$ cat src/rtsc_pkg.sv
// Shared constants for the reader timer section
package rtsc_pkg;
  // Register offsets
  localparam logic [7:0] ADDR_RUN_CONTROL  = 8'h0E;
  localparam logic [7:0] ADDR_T0_MODE      = 8'h0F;
  localparam logic [7:0] ADDR_T0_RELOAD_HI = 8'h10;
  localparam logic [7:0] ADDR_T0_RELOAD_LO = 8'h11;
  localparam logic [7:0] ADDR_T0_COUNT_HI  = 8'h12;
  localparam logic [7:0] ADDR_T0_COUNT_LO  = 8'h13;
  localparam logic [7:0] ADDR_T1_MODE      = 8'h14;
  localparam logic [7:0] ADDR_T1_RELOAD_HI = 8'h15;
  localparam logic [7:0] ADDR_T1_RELOAD_LO = 8'h16;
  localparam logic [7:0] ADDR_T1_COUNT_HI  = 8'h17;
  localparam logic [7:0] ADDR_T1_COUNT_LO  = 8'h18;
  localparam logic [7:0] ADDR_EVENT_STATUS = 8'h20;

  // Run control layout
  localparam int RUN_FLAG_LSB  = 4;
  localparam int RUN_MASK_LSB  = 0;
  localparam int TIMER_COUNT   = 4;

  // Mode register layout
  localparam int MODE_HALT_BIT    = 7;
  localparam int MODE_LAUNCH_LSB  = 4;
  localparam int MODE_RELOAD_BIT  = 3;
  localparam int MODE_TICK_LSB    = 0;
  localparam logic [7:0] MODE_IMPL_MASK = 8'hBB;

  // Event status layout
  localparam int STATUS_T1_UNDERFLOW_BIT = 0;

  // Launch modes
  localparam logic [1:0] LAUNCH_SOFTWARE  = 2'b00;
  localparam logic [1:0] LAUNCH_TX_END    = 2'b01;
  localparam logic [1:0] LAUNCH_TRIM_HOLD = 2'b10;
  localparam logic [1:0] LAUNCH_TRIM_WRAP = 2'b11;

  // Tick sources
  localparam logic [1:0] TICK_FAST   = 2'b00;
  localparam logic [1:0] TICK_SLOW   = 2'b01;
  localparam logic [1:0] TICK_CASC_A = 2'b10;
  localparam logic [1:0] TICK_CASC_B = 2'b11;

  // Reset values
  localparam logic [7:0]  MODE_RESET   = 8'h00;
  localparam logic [15:0] RELOAD_RESET = 16'h0000;
  localparam logic [15:0] COUNT_RESET  = 16'h0000;
  localparam logic [15:0] COUNT_ZERO   = 16'h0000;
  localparam logic [7:0]  RDATA_RESET  = 8'h00;
endpackage

$ cat src/rtsc_timer_chan.sv
// One 16-bit down-counting timer channel
`timescale 1ns/1ps
module rtsc_timer_chan (
  // Clock and reset
  input  wire logic        i_mclk,
  input  wire logic        i_rstn,
  // Configuration
  input  wire logic [7:0]  i_mode,
  input  wire logic [15:0] i_reload,
  // Software control
  input  wire logic        i_sw_start,
  input  wire logic        i_sw_stop,
  // Tick sources
  input  wire logic        i_tick_fast,
  input  wire logic        i_tick_slow,
  input  wire logic        i_casc_a,
  input  wire logic        i_casc_b,
  // Transceiver events
  input  wire logic        i_tx_done,
  input  wire logic        i_rx_nibble,
  input  wire logic        i_trim_ref,
  // Status
  output logic [15:0]      o_count,
  output logic             o_running,
  output logic             o_underflow
);
  typedef struct packed {
    logic [15:0] count;
    logic        running;
    logic        trim_prev;
    logic        underflow;
  } rtsc_chan_t;

  rtsc_chan_t r;
  rtsc_chan_t next_r;

  logic [1:0] launch;
  logic [1:0] tick_sel;
  logic       trim;
  logic       ref_rise;
  logic       tick;
  logic       start_evt;
  logic       stop_evt;

  always_comb begin
    launch   = i_mode[rtsc_pkg::MODE_LAUNCH_LSB +: 2];
    tick_sel = i_mode[rtsc_pkg::MODE_TICK_LSB +: 2];
    trim     = launch[1];
    ref_rise = i_trim_ref & ~r.trim_prev;
    case (tick_sel)
      rtsc_pkg::TICK_FAST:   tick = i_tick_fast;
      rtsc_pkg::TICK_SLOW:   tick = i_tick_slow;
      rtsc_pkg::TICK_CASC_A: tick = i_casc_a;
      rtsc_pkg::TICK_CASC_B: tick = i_casc_b;
      default:               tick = 1'b0;
    endcase
    // Automatic starts only in the tx-end and trimming modes
    start_evt = i_sw_start
              | ((launch == rtsc_pkg::LAUNCH_TX_END) & i_tx_done)
              | (trim & ref_rise & ~r.running);
    stop_evt  = i_sw_stop
              | (~trim & i_mode[rtsc_pkg::MODE_HALT_BIT] & i_rx_nibble)
              | (trim & ref_rise & r.running);

    next_r           = r;
    next_r.trim_prev = i_trim_ref;
    next_r.underflow = 1'b0;
    if (start_evt) begin
      next_r.count   = i_reload;
      next_r.running = 1'b1;
    end else if (stop_evt) begin
      next_r.running = 1'b0;
    end else if (r.running && tick) begin
      if (r.count != rtsc_pkg::COUNT_ZERO) begin
        next_r.count = r.count - 16'h0001;
      end else if (launch == rtsc_pkg::LAUNCH_TRIM_HOLD) begin
        next_r.count = rtsc_pkg::COUNT_ZERO;
      end else begin
        next_r.underflow = 1'b1;
        if (i_mode[rtsc_pkg::MODE_RELOAD_BIT]) begin
          next_r.count = i_reload;
        end else begin
          next_r.running = 1'b0;
        end
      end
    end
  end

  always_ff @(posedge i_mclk or negedge i_rstn) begin
    if (!i_rstn) begin
      r <= '0;
    end else begin
      r <= next_r;
    end
  end

  assign o_count     = r.count;
  assign o_running   = r.running;
  assign o_underflow = r.underflow;
endmodule

$ cat src/rtsc_timer_section.sv
// Reader timer section: run control, timer0/timer1 registers and counters
// Operation
// - Low nibble of run-control write masks which run flags take written bits.
// - Writing FFh sets all run flags; F0h changes none.
// - Run flags show counting; setting starts, clearing stops the timer.
// - Mask bits are write-only; bit n gates timer n run flag.
// - Halt-on-receive stops the timer after the first 4 received bits.
// - Halt-on-receive is ignored in trimming modes.
// - Launch mode 00b: only software starts the timer.
// - Launch mode 01b: timer starts when transmission ends.
// - Launch mode 10b: trimming, no underflow, start/stop on reference rising edge.
// - Launch mode 11b: trimming with underflow, start/stop on rising edges.
// - Reload-on-zero set: counter reloads and keeps counting at zero.
// - Reload-on-zero clear: counter counts to zero then stops.
// - Timer1 underflow sets its interrupt request flag.
// - Tick select 00b counts 13.56 MHz ticks, 01b 211.875 kHz ticks.
// - Timer1 tick select 10b counts timer0 underflows, 11b timer2 underflows.
// - Each start loads the counter from the 16-bit reload value.
// - Reload writes do not disturb a running count; used at next start.
// - Timer0 count readable as two dynamic read-only bytes.
`timescale 1ns/1ps
module rtsc_timer_section (
  // Clock and reset
  input  wire logic       i_mclk,
  input  wire logic       i_rstn,
  // Register port
  input  wire logic [7:0] i_addr,
  input  wire logic [7:0] i_wdata,
  input  wire logic       i_wr,
  input  wire logic       i_rd,
  output logic [7:0]      o_rdata,
  // Count ticks, one-cycle pulses
  input  wire logic       i_tick_fast,
  input  wire logic       i_tick_slow,
  // Transceiver events, one-cycle pulses
  input  wire logic       i_tx_done,
  input  wire logic       i_rx_nibble,
  // Trimming reference level
  input  wire logic       i_trim_ref,
  // Timer2 and timer3 interface
  input  wire logic       i_timer2_underflow,
  input  wire logic       i_timer2_stopped,
  input  wire logic       i_timer3_stopped,
  output logic            o_timer2_active_flag,
  output logic            o_timer3_active_flag,
  // Timer status
  output logic            o_timer0_underflow,
  output logic            o_timer1_underflow,
  output logic            o_timer1_underflow_request
);
  typedef struct packed {
    logic [7:0]  timer0_mode;
    logic [7:0]  timer1_mode;
    logic [15:0] timer0_preset_value;
    logic [15:0] timer1_preset_value;
    logic        timer2_active_flag;
    logic        timer3_active_flag;
    logic        timer1_underflow_request;
    logic [7:0]  rdata;
  } rtsc_regs_t;

  rtsc_regs_t r;
  rtsc_regs_t next_r;

  logic [3:0]  flag_write_mask;
  logic [3:0]  flag_write_value;
  logic [3:0]  sw_start;
  logic [3:0]  sw_stop;
  logic        ctrl_wr;
  logic [15:0] timer0_count;
  logic [15:0] timer1_count;
  logic        timer0_active_flag;
  logic        timer1_active_flag;
  logic        timer0_uf;
  logic        timer1_uf;
  logic [3:0]  active_flags;
  logic [7:0]  rd_value;

  // Masked start/stop decode of the run-control write
  always_comb begin
    ctrl_wr          = i_wr & (i_addr == rtsc_pkg::ADDR_RUN_CONTROL);
    flag_write_mask  = i_wdata[rtsc_pkg::RUN_MASK_LSB +: rtsc_pkg::TIMER_COUNT];
    flag_write_value = i_wdata[rtsc_pkg::RUN_FLAG_LSB +: rtsc_pkg::TIMER_COUNT];
    sw_start = {4{ctrl_wr}} & flag_write_mask & flag_write_value;
    sw_stop  = {4{ctrl_wr}} & flag_write_mask & ~flag_write_value;
  end

  rtsc_timer_chan u_timer0 (
    .i_mclk      (i_mclk),
    .i_rstn      (i_rstn),
    .i_mode      (r.timer0_mode),
    .i_reload    (r.timer0_preset_value),
    .i_sw_start  (sw_start[0]),
    .i_sw_stop   (sw_stop[0]),
    .i_tick_fast (i_tick_fast),
    .i_tick_slow (i_tick_slow),
    .i_casc_a    (timer1_uf),
    .i_casc_b    (i_timer2_underflow),
    .i_tx_done   (i_tx_done),
    .i_rx_nibble (i_rx_nibble),
    .i_trim_ref  (i_trim_ref),
    .o_count     (timer0_count),
    .o_running   (timer0_active_flag),
    .o_underflow (timer0_uf)
  );

  rtsc_timer_chan u_timer1 (
    .i_mclk      (i_mclk),
    .i_rstn      (i_rstn),
    .i_mode      (r.timer1_mode),
    .i_reload    (r.timer1_preset_value),
    .i_sw_start  (sw_start[1]),
    .i_sw_stop   (sw_stop[1]),
    .i_tick_fast (i_tick_fast),
    .i_tick_slow (i_tick_slow),
    .i_casc_a    (timer0_uf),
    .i_casc_b    (i_timer2_underflow),
    .i_tx_done   (i_tx_done),
    .i_rx_nibble (i_rx_nibble),
    .i_trim_ref  (i_trim_ref),
    .o_count     (timer1_count),
    .o_running   (timer1_active_flag),
    .o_underflow (timer1_uf)
  );

  assign active_flags = {r.timer3_active_flag, r.timer2_active_flag,
                         timer1_active_flag, timer0_active_flag};

  // Read multiplexer; mask nibble reads as zero
  always_comb begin
    case (i_addr)
      rtsc_pkg::ADDR_RUN_CONTROL:  rd_value = {active_flags, 4'h0};
      rtsc_pkg::ADDR_T0_MODE:      rd_value = r.timer0_mode;
      rtsc_pkg::ADDR_T0_RELOAD_HI: rd_value = r.timer0_preset_value[15:8];
      rtsc_pkg::ADDR_T0_RELOAD_LO: rd_value = r.timer0_preset_value[7:0];
      rtsc_pkg::ADDR_T0_COUNT_HI:  rd_value = timer0_count[15:8];
      rtsc_pkg::ADDR_T0_COUNT_LO:  rd_value = timer0_count[7:0];
      rtsc_pkg::ADDR_T1_MODE:      rd_value = r.timer1_mode;
      rtsc_pkg::ADDR_T1_RELOAD_HI: rd_value = r.timer1_preset_value[15:8];
      rtsc_pkg::ADDR_T1_RELOAD_LO: rd_value = r.timer1_preset_value[7:0];
      rtsc_pkg::ADDR_T1_COUNT_HI:  rd_value = timer1_count[15:8];
      rtsc_pkg::ADDR_T1_COUNT_LO:  rd_value = timer1_count[7:0];
      rtsc_pkg::ADDR_EVENT_STATUS: begin
        rd_value = 8'h00;
        rd_value[rtsc_pkg::STATUS_T1_UNDERFLOW_BIT] = r.timer1_underflow_request;
      end
      default:                     rd_value = 8'h00;
    endcase
  end

  always_comb begin
    next_r       = r;
    next_r.rdata = i_rd ? rd_value : rtsc_pkg::RDATA_RESET;

    if (i_wr) begin
      case (i_addr)
        rtsc_pkg::ADDR_T0_MODE:
          next_r.timer0_mode = i_wdata & rtsc_pkg::MODE_IMPL_MASK;
        rtsc_pkg::ADDR_T1_MODE:
          next_r.timer1_mode = i_wdata & rtsc_pkg::MODE_IMPL_MASK;
        rtsc_pkg::ADDR_T0_RELOAD_HI: next_r.timer0_preset_value[15:8] = i_wdata;
        rtsc_pkg::ADDR_T0_RELOAD_LO: next_r.timer0_preset_value[7:0]  = i_wdata;
        rtsc_pkg::ADDR_T1_RELOAD_HI: next_r.timer1_preset_value[15:8] = i_wdata;
        rtsc_pkg::ADDR_T1_RELOAD_LO: next_r.timer1_preset_value[7:0]  = i_wdata;
        default: ;
      endcase
    end

    // Timer2 and timer3 flags: outer timers report their own stops
    if (sw_start[2]) begin
      next_r.timer2_active_flag = 1'b1;
    end else if (sw_stop[2] || i_timer2_stopped) begin
      next_r.timer2_active_flag = 1'b0;
    end
    if (sw_start[3]) begin
      next_r.timer3_active_flag = 1'b1;
    end else if (sw_stop[3] || i_timer3_stopped) begin
      next_r.timer3_active_flag = 1'b0;
    end

    // Write-one-to-clear; a new underflow in the same cycle wins
    if (i_wr && (i_addr == rtsc_pkg::ADDR_EVENT_STATUS) &&
        i_wdata[rtsc_pkg::STATUS_T1_UNDERFLOW_BIT]) begin
      next_r.timer1_underflow_request = 1'b0;
    end
    if (timer1_uf) begin
      next_r.timer1_underflow_request = 1'b1;
    end
  end

  always_ff @(posedge i_mclk or negedge i_rstn) begin
    if (!i_rstn) begin
      r.timer0_mode              <= rtsc_pkg::MODE_RESET;
      r.timer1_mode              <= rtsc_pkg::MODE_RESET;
      r.timer0_preset_value      <= rtsc_pkg::RELOAD_RESET;
      r.timer1_preset_value      <= rtsc_pkg::RELOAD_RESET;
      r.timer2_active_flag       <= 1'b0;
      r.timer3_active_flag       <= 1'b0;
      r.timer1_underflow_request <= 1'b0;
      r.rdata                    <= rtsc_pkg::RDATA_RESET;
    end else begin
      r <= next_r;
    end
  end

  assign o_rdata                    = r.rdata;
  assign o_timer2_active_flag       = r.timer2_active_flag;
  assign o_timer3_active_flag       = r.timer3_active_flag;
  assign o_timer0_underflow         = timer0_uf;
  assign o_timer1_underflow         = timer1_uf;
  assign o_timer1_underflow_request = r.timer1_underflow_request;
endmodule

$ cat config.mk
export PLATFORM = sky130hd
export DESIGN_NAME = rtsc_timer_section
export DESIGN_NICKNAME = d
export VERILOG_FILES = /design/src/rtsc_pkg.sv /design/src/rtsc_timer_chan.sv /design/src/rtsc_timer_section.sv
export SDC_FILE = /design/constraint.sdc
export NUM_CORES = 1
export LEC_CHECK = 0
export BUFFER_PORTS_ARGS = -buffer_cell sky130_fd_sc_hd__buf_2
export CORE_ASPECT_RATIO = 0.5
export CORE_MARGIN = 5
export CORE_UTILIZATION = 42
export DETAILED_ROUTE_END_ITERATION = 16
export GPL_ROUTABILITY_DRIVEN = 0
export GPL_TIMING_DRIVEN = 0
export PLACE_DENSITY = 0.6
export SLEW_MARGIN = 20
export SYNTH_ARGS = -nofsm -noshare
export SYNTH_HDL_FRONTEND = slang
export SYNTH_SLANG_ARGS = --single-unit
$ cat constraint.sdc
create_clock -name i_mclk -period 5.1 [get_ports i_mclk]
set_input_delay 0.51 -clock i_mclk [delete_from_list [all_inputs] [get_ports i_mclk]]
set_output_delay 0.51 -clock i_mclk [all_outputs]
set_load 0.02 [all_outputs]
==> impl_metrics.sql <==
INSERT INTO impl_metrics (metric_group, metric, value, unit) VALUES
('cells_and_area', 'num-nets-final', '646', ''),
('global_routing', 'track_usage', '23.7', '%'),
('sta', 'timing.fmax', '329', 'MHz'),
('die', 'dieArea', '15500', 'um2'),
('drt', 'routed-via-count', '4996', ''),
('global_routing', 'grt_max_degree', '77', ''),
('drt', 'vias_per_cell', '6.35', ''),
('drt', 'post_detailed_route_count_of_antenna_violating_nets', '0', ''),
('cells_and_area', 'diodes', '0', ''),
('worst_hold_path', 'hold_path_class', 'in -> reg', ''),
('run_status', 'run_status', 'finished, final reports clean', ''),
('cts', 'cts_tree', 'built', ''),
('cts', 'buffers_inserted_during_post_cts_setup_optimization', '0', ''),
('yosys', 'netlist_area_pre_place', '5460', 'um2'),
('sta', 'slew_headroom', '29.8', '%'),
('cells_and_area', 'fillers', '1195', ''),
('cts', 'cts-root-buf', 'sky130_fd_sc_hd__clkbuf_16', ''),
('cells_and_area', 'layout_commonest_cell', 'sky130_fd_sc_hd__dfrtp_1', ''),
('sta', 'worst_slew_pin_slew', '1040', 'ps'),
('yosys', 'seq_area_frac_synth', '42.1', '%'),
('die', 'num_io_pins', '41', ''),
('sta', 'clock_skew', '8.36', 'ps'),
('global_routing', 'globalRouteOverflowTotal', '0', ''),
('global_routing', 'grt_pass1_vias', '4665', ''),
('yosys', 'synth_cells', '564', ''),
('cts', 'cts_resized', '0', ''),
('sta', 'period_share', '59.6', '%'),
('drt', 'drt_pre_antenna_iters', '7', ''),
('critical_path', 'worstSetupPathType', 'reg -> reg', ''),
('sta', 'fin_setup_tns', '0', 'ps'),
('cells_and_area', 'layout.cells.most_common_list', '92 x sky130_fd_sc_hd__dfrtp_1, 56 x sky130_fd_sc_hd__nand2_1, 43 x sky130_fd_sc_hd__buf_2', ''),
('cts', 'path_clk_slew', '60', 'ps'),
('power', 'leakagePower', '2.64', 'nW'),
('critical_path', 'worstPathArrival', '3270', 'ps'),
('yosys', 'synth_top_flop_cell', 'sky130_fd_sc_hd__dfrtp_1', ''),
('critical_path', 'cp.required', '5330', 'ps'),
('drt', 'wire_per_inst', '23.0', 'um'),
('cts', 'cts_sinks', '92', ''),
('yosys', 'edff_count_synth', '0', ''),
('sta', 'finalCriticalPeriod', '3040', 'ps'),
('die', 'placementRows', '29', ''),
('yosys', 'compound_gate_portion_of_the_synthesized_area', '21.2', '%'),
('cts', 'cts_inserted_buffers', '9', ''),
('yosys', 'postSynth.asyncResetShare', '100', '%'),
('global_routing', 'global_route_wire_length_before_repair', '28200', 'um'),
('sta', 'number_of_setup_violations_in_the_final_report', '0', ''),
('yosys', 'ys_ff_latch', '92', ''),
('critical_path', 'setup.worst_path.start_class', 'register', ''),
('place', 'port_buffers', '37', ''),
('yosys', 'synth_nets', '596', ''),
('sta', 'grt_setup_unrepaired', 'false', ''),
('yosys', 'yosys_warnings', '0', ''),
('sta', 'timing_hold_violations_final', '0', ''),
('sta', 'maxSlewViolCount', '0', ''),
('cts', 'clockBufferDepth', '2', ''),
('yosys', 'synth_top_family_by_area', 'compound AO/OA/AOI/OAI gates', ''),
('die', 'initial_core_util', '43.0', '%'),
('yosys', 'synth_area_per_cell', '9.69', 'um2'),
('drt', 'finalWirelength', '18100', 'um'),
('yosys', 'synth-simple-area-share', '19.8', '%'),
('critical_path', 'endpoint_kind', 'register', ''),
('yosys', 'netlist-cell-type-count', '65', ''),
('yosys', 'share_of_synthesized_cell_area_in_full_adder_half_adder_and_majority_cells', '0.916', '%'),
('critical_path', 'crit_fanout', '8', ''),
('drt', 'detailedRoute.firstIterationViolations', '675', ''),
('die', 'placeableCoreArea', '12700', 'um2'),
('place', 'half_perimeter_wire_length_after_placement', '13400', 'um'),
('die', 'die_h', '90.6', 'um'),
('cells_and_area', 'layout-drive-gt1-share', '22.0', '%'),
('cts', 'postCtsHoldBufs', '1', ''),
('yosys', 'synth-xor-area-share', '0', '%'),
('cts', 'htree_levels', '3', ''),
('cts', 'clock_latency_at_the_later_pin_of_the_worst_skew_pair', '350', 'ps'),
('yosys', 'synth_mux_area_share', '11.6', '%'),
('drt', 'drc_errors', '0', ''),
('cells_and_area', 'area.growth.synth_to_final', '13.5', '%'),
('power', 'power_density', '403', 'nW/um2'),
('power', 'worst_ir_drop_vdd', '0.000154', 'V'),
('global_routing', 'antenna_found_initial', '0', ''),
('power', 'p_total', '2.50', 'mW'),
('die', 'die_width', '171', 'um'),
('job', 'max_cap_viol_count', '0', '');
-- critical path: stages, from the launching register on --
cell and delay, ps:
sky130_fd_sc_hd__dfrtp_1 490, sky130_fd_sc_hd__inv_1 150, sky130_fd_sc_hd__ha_1 150, sky130_fd_sc_hd__nor4b_1 540, sky130_fd_sc_hd__and2_1 300, sky130_fd_sc_hd__and3_1 170, sky130_fd_sc_hd__clkbuf_1 360, sky130_fd_sc_hd__nor2_1 270
sky130_fd_sc_hd__a32o_1 290, sky130_fd_sc_hd__a32o_1 200
-- cells by family (layout without fill, tap and decap cells) --
group | after synthesis | after routing
fa+ha+maj | 4 | 4
mux | 52 | 52
simple gates | 204 | 204
flops | 92 | 92
compound gates | 166 | 166
buf+inv | 46 | 99
-- worst paths after layout --
check | slack [ps] | cells past startpoint | endpoint | start
max in group asynchronous | 3920 | 3 | o_rdata[2]$_DFF_PN0_ | i_rstn
worst min register to register | 500 | 1 | o_timer1_underflow_request$_DFFE_PN0P_ | u_timer1.o_underflow$_DFF_PN0_
min in group asynchronous | 560 | 2 | u_timer1.o_count[9]$_DFFE_PN0P_ | i_rstn
worst min-delay path | 320 | 1 | u_timer1.r[1]$_DFF_PN0_ | i_trim_ref
worst max register to register | 2060 | 9 | u_timer0.o_count[11]$_DFFE_PN0P_ | u_timer0.o_count[0]$_DFFE_PN0P_
worst max-delay path | 2060 | 9 | u_timer0.o_count[11]$_DFFE_PN0P_ | u_timer0.o_count[0]$_DFFE_PN0P_
-- report_power, final --
part,internal [mW],switching [mW],total (mW)
Sequential,0.842,0.205,1.05
Combinational,0.298,0.475,0.772
Clock,0.401,0.279,0.680
-- synthesized netlist by cell type, drive strengths merged (3+ instances only) --
master	number	area (um2)
o2111ai	4	35.0
mux4	5	113
a31oi	5	31.3
nor2b	5	31.3
and2	8	52.6
or4	3	30.0
and3	11	68.8
dfrtp	92	2300
a32o	9	90.1
a22o	7	61.3
clkbuf	12	45.0
o22ai	6	37.5
nor3	21	110
nor4b	3	26.3
mux2i	6	60.1
a221oi	7	61.3
a21oi	32	168
o311ai	4	35.0
or3	4	25.0
ha	4	50.1
nor2	36	138
a32oi	8	70.1
inv	13	48.8
nand3b	5	37.5
buf	21	140
nand2	58	228
a211oi	4	30.0
mux2	41	462
a22oi	14	105
nand2b	12	75.1
a41oi	3	26.3
nor3b	5	42.5
o21ai	42	210
nand3	15	75.1
nor4	11	87.6
o2bb2ai	8	70.1
-- final cells by class --
| type | count | area (um2) | share of cell area, % |
|---|---|---|---|
| well taps | 170 | 213 | 3.43 |
| repair buffers | 39 | 229 | 3.69 |
| clock buffers | 12 | 256 | 4.14 |
| clock inverters | 2 | 35.0 | 0.565 |
| flip-flops and latches | 92 | 2300 | 37.1 |
| plain buffers | 33 | 185 | 2.99 |
| inverters | 13 | 48.8 | 0.787 |
| multi-input cells | 426 | 2930 | 47.3 |
-- flip-flops by register name (all words and copies together), names as in the netlist, 8 cells and up --
signal and cells:
o_rdata 8, r 44, u_timer0.o_count 16, u_timer1.o_count 16
-- per-layer routing --
metal | track usage (%) | wire (um)
met1 | 37.6 | 8640
met2 | 33.2 | 7590
met3 | 4.33 | 1610
met4 | 4.94 | 262
met5 | 0 | 0
-- per-stage QoR --
step                      cells  cell area, um2  hold slack (ps)  setup WS, ps  util [%]
after floorplan             564            5460              214          2590         -
after global placement      771            5860              503          2150      46.1
after detailed placement    772            5900              354          2130      46.5
after CTS                   787            6200              321          2170      48.8
after global routing        787            6200              323          1790      48.8
final                       787            6200              324          2060      48.8
Power figures use the tool's default switching activity.
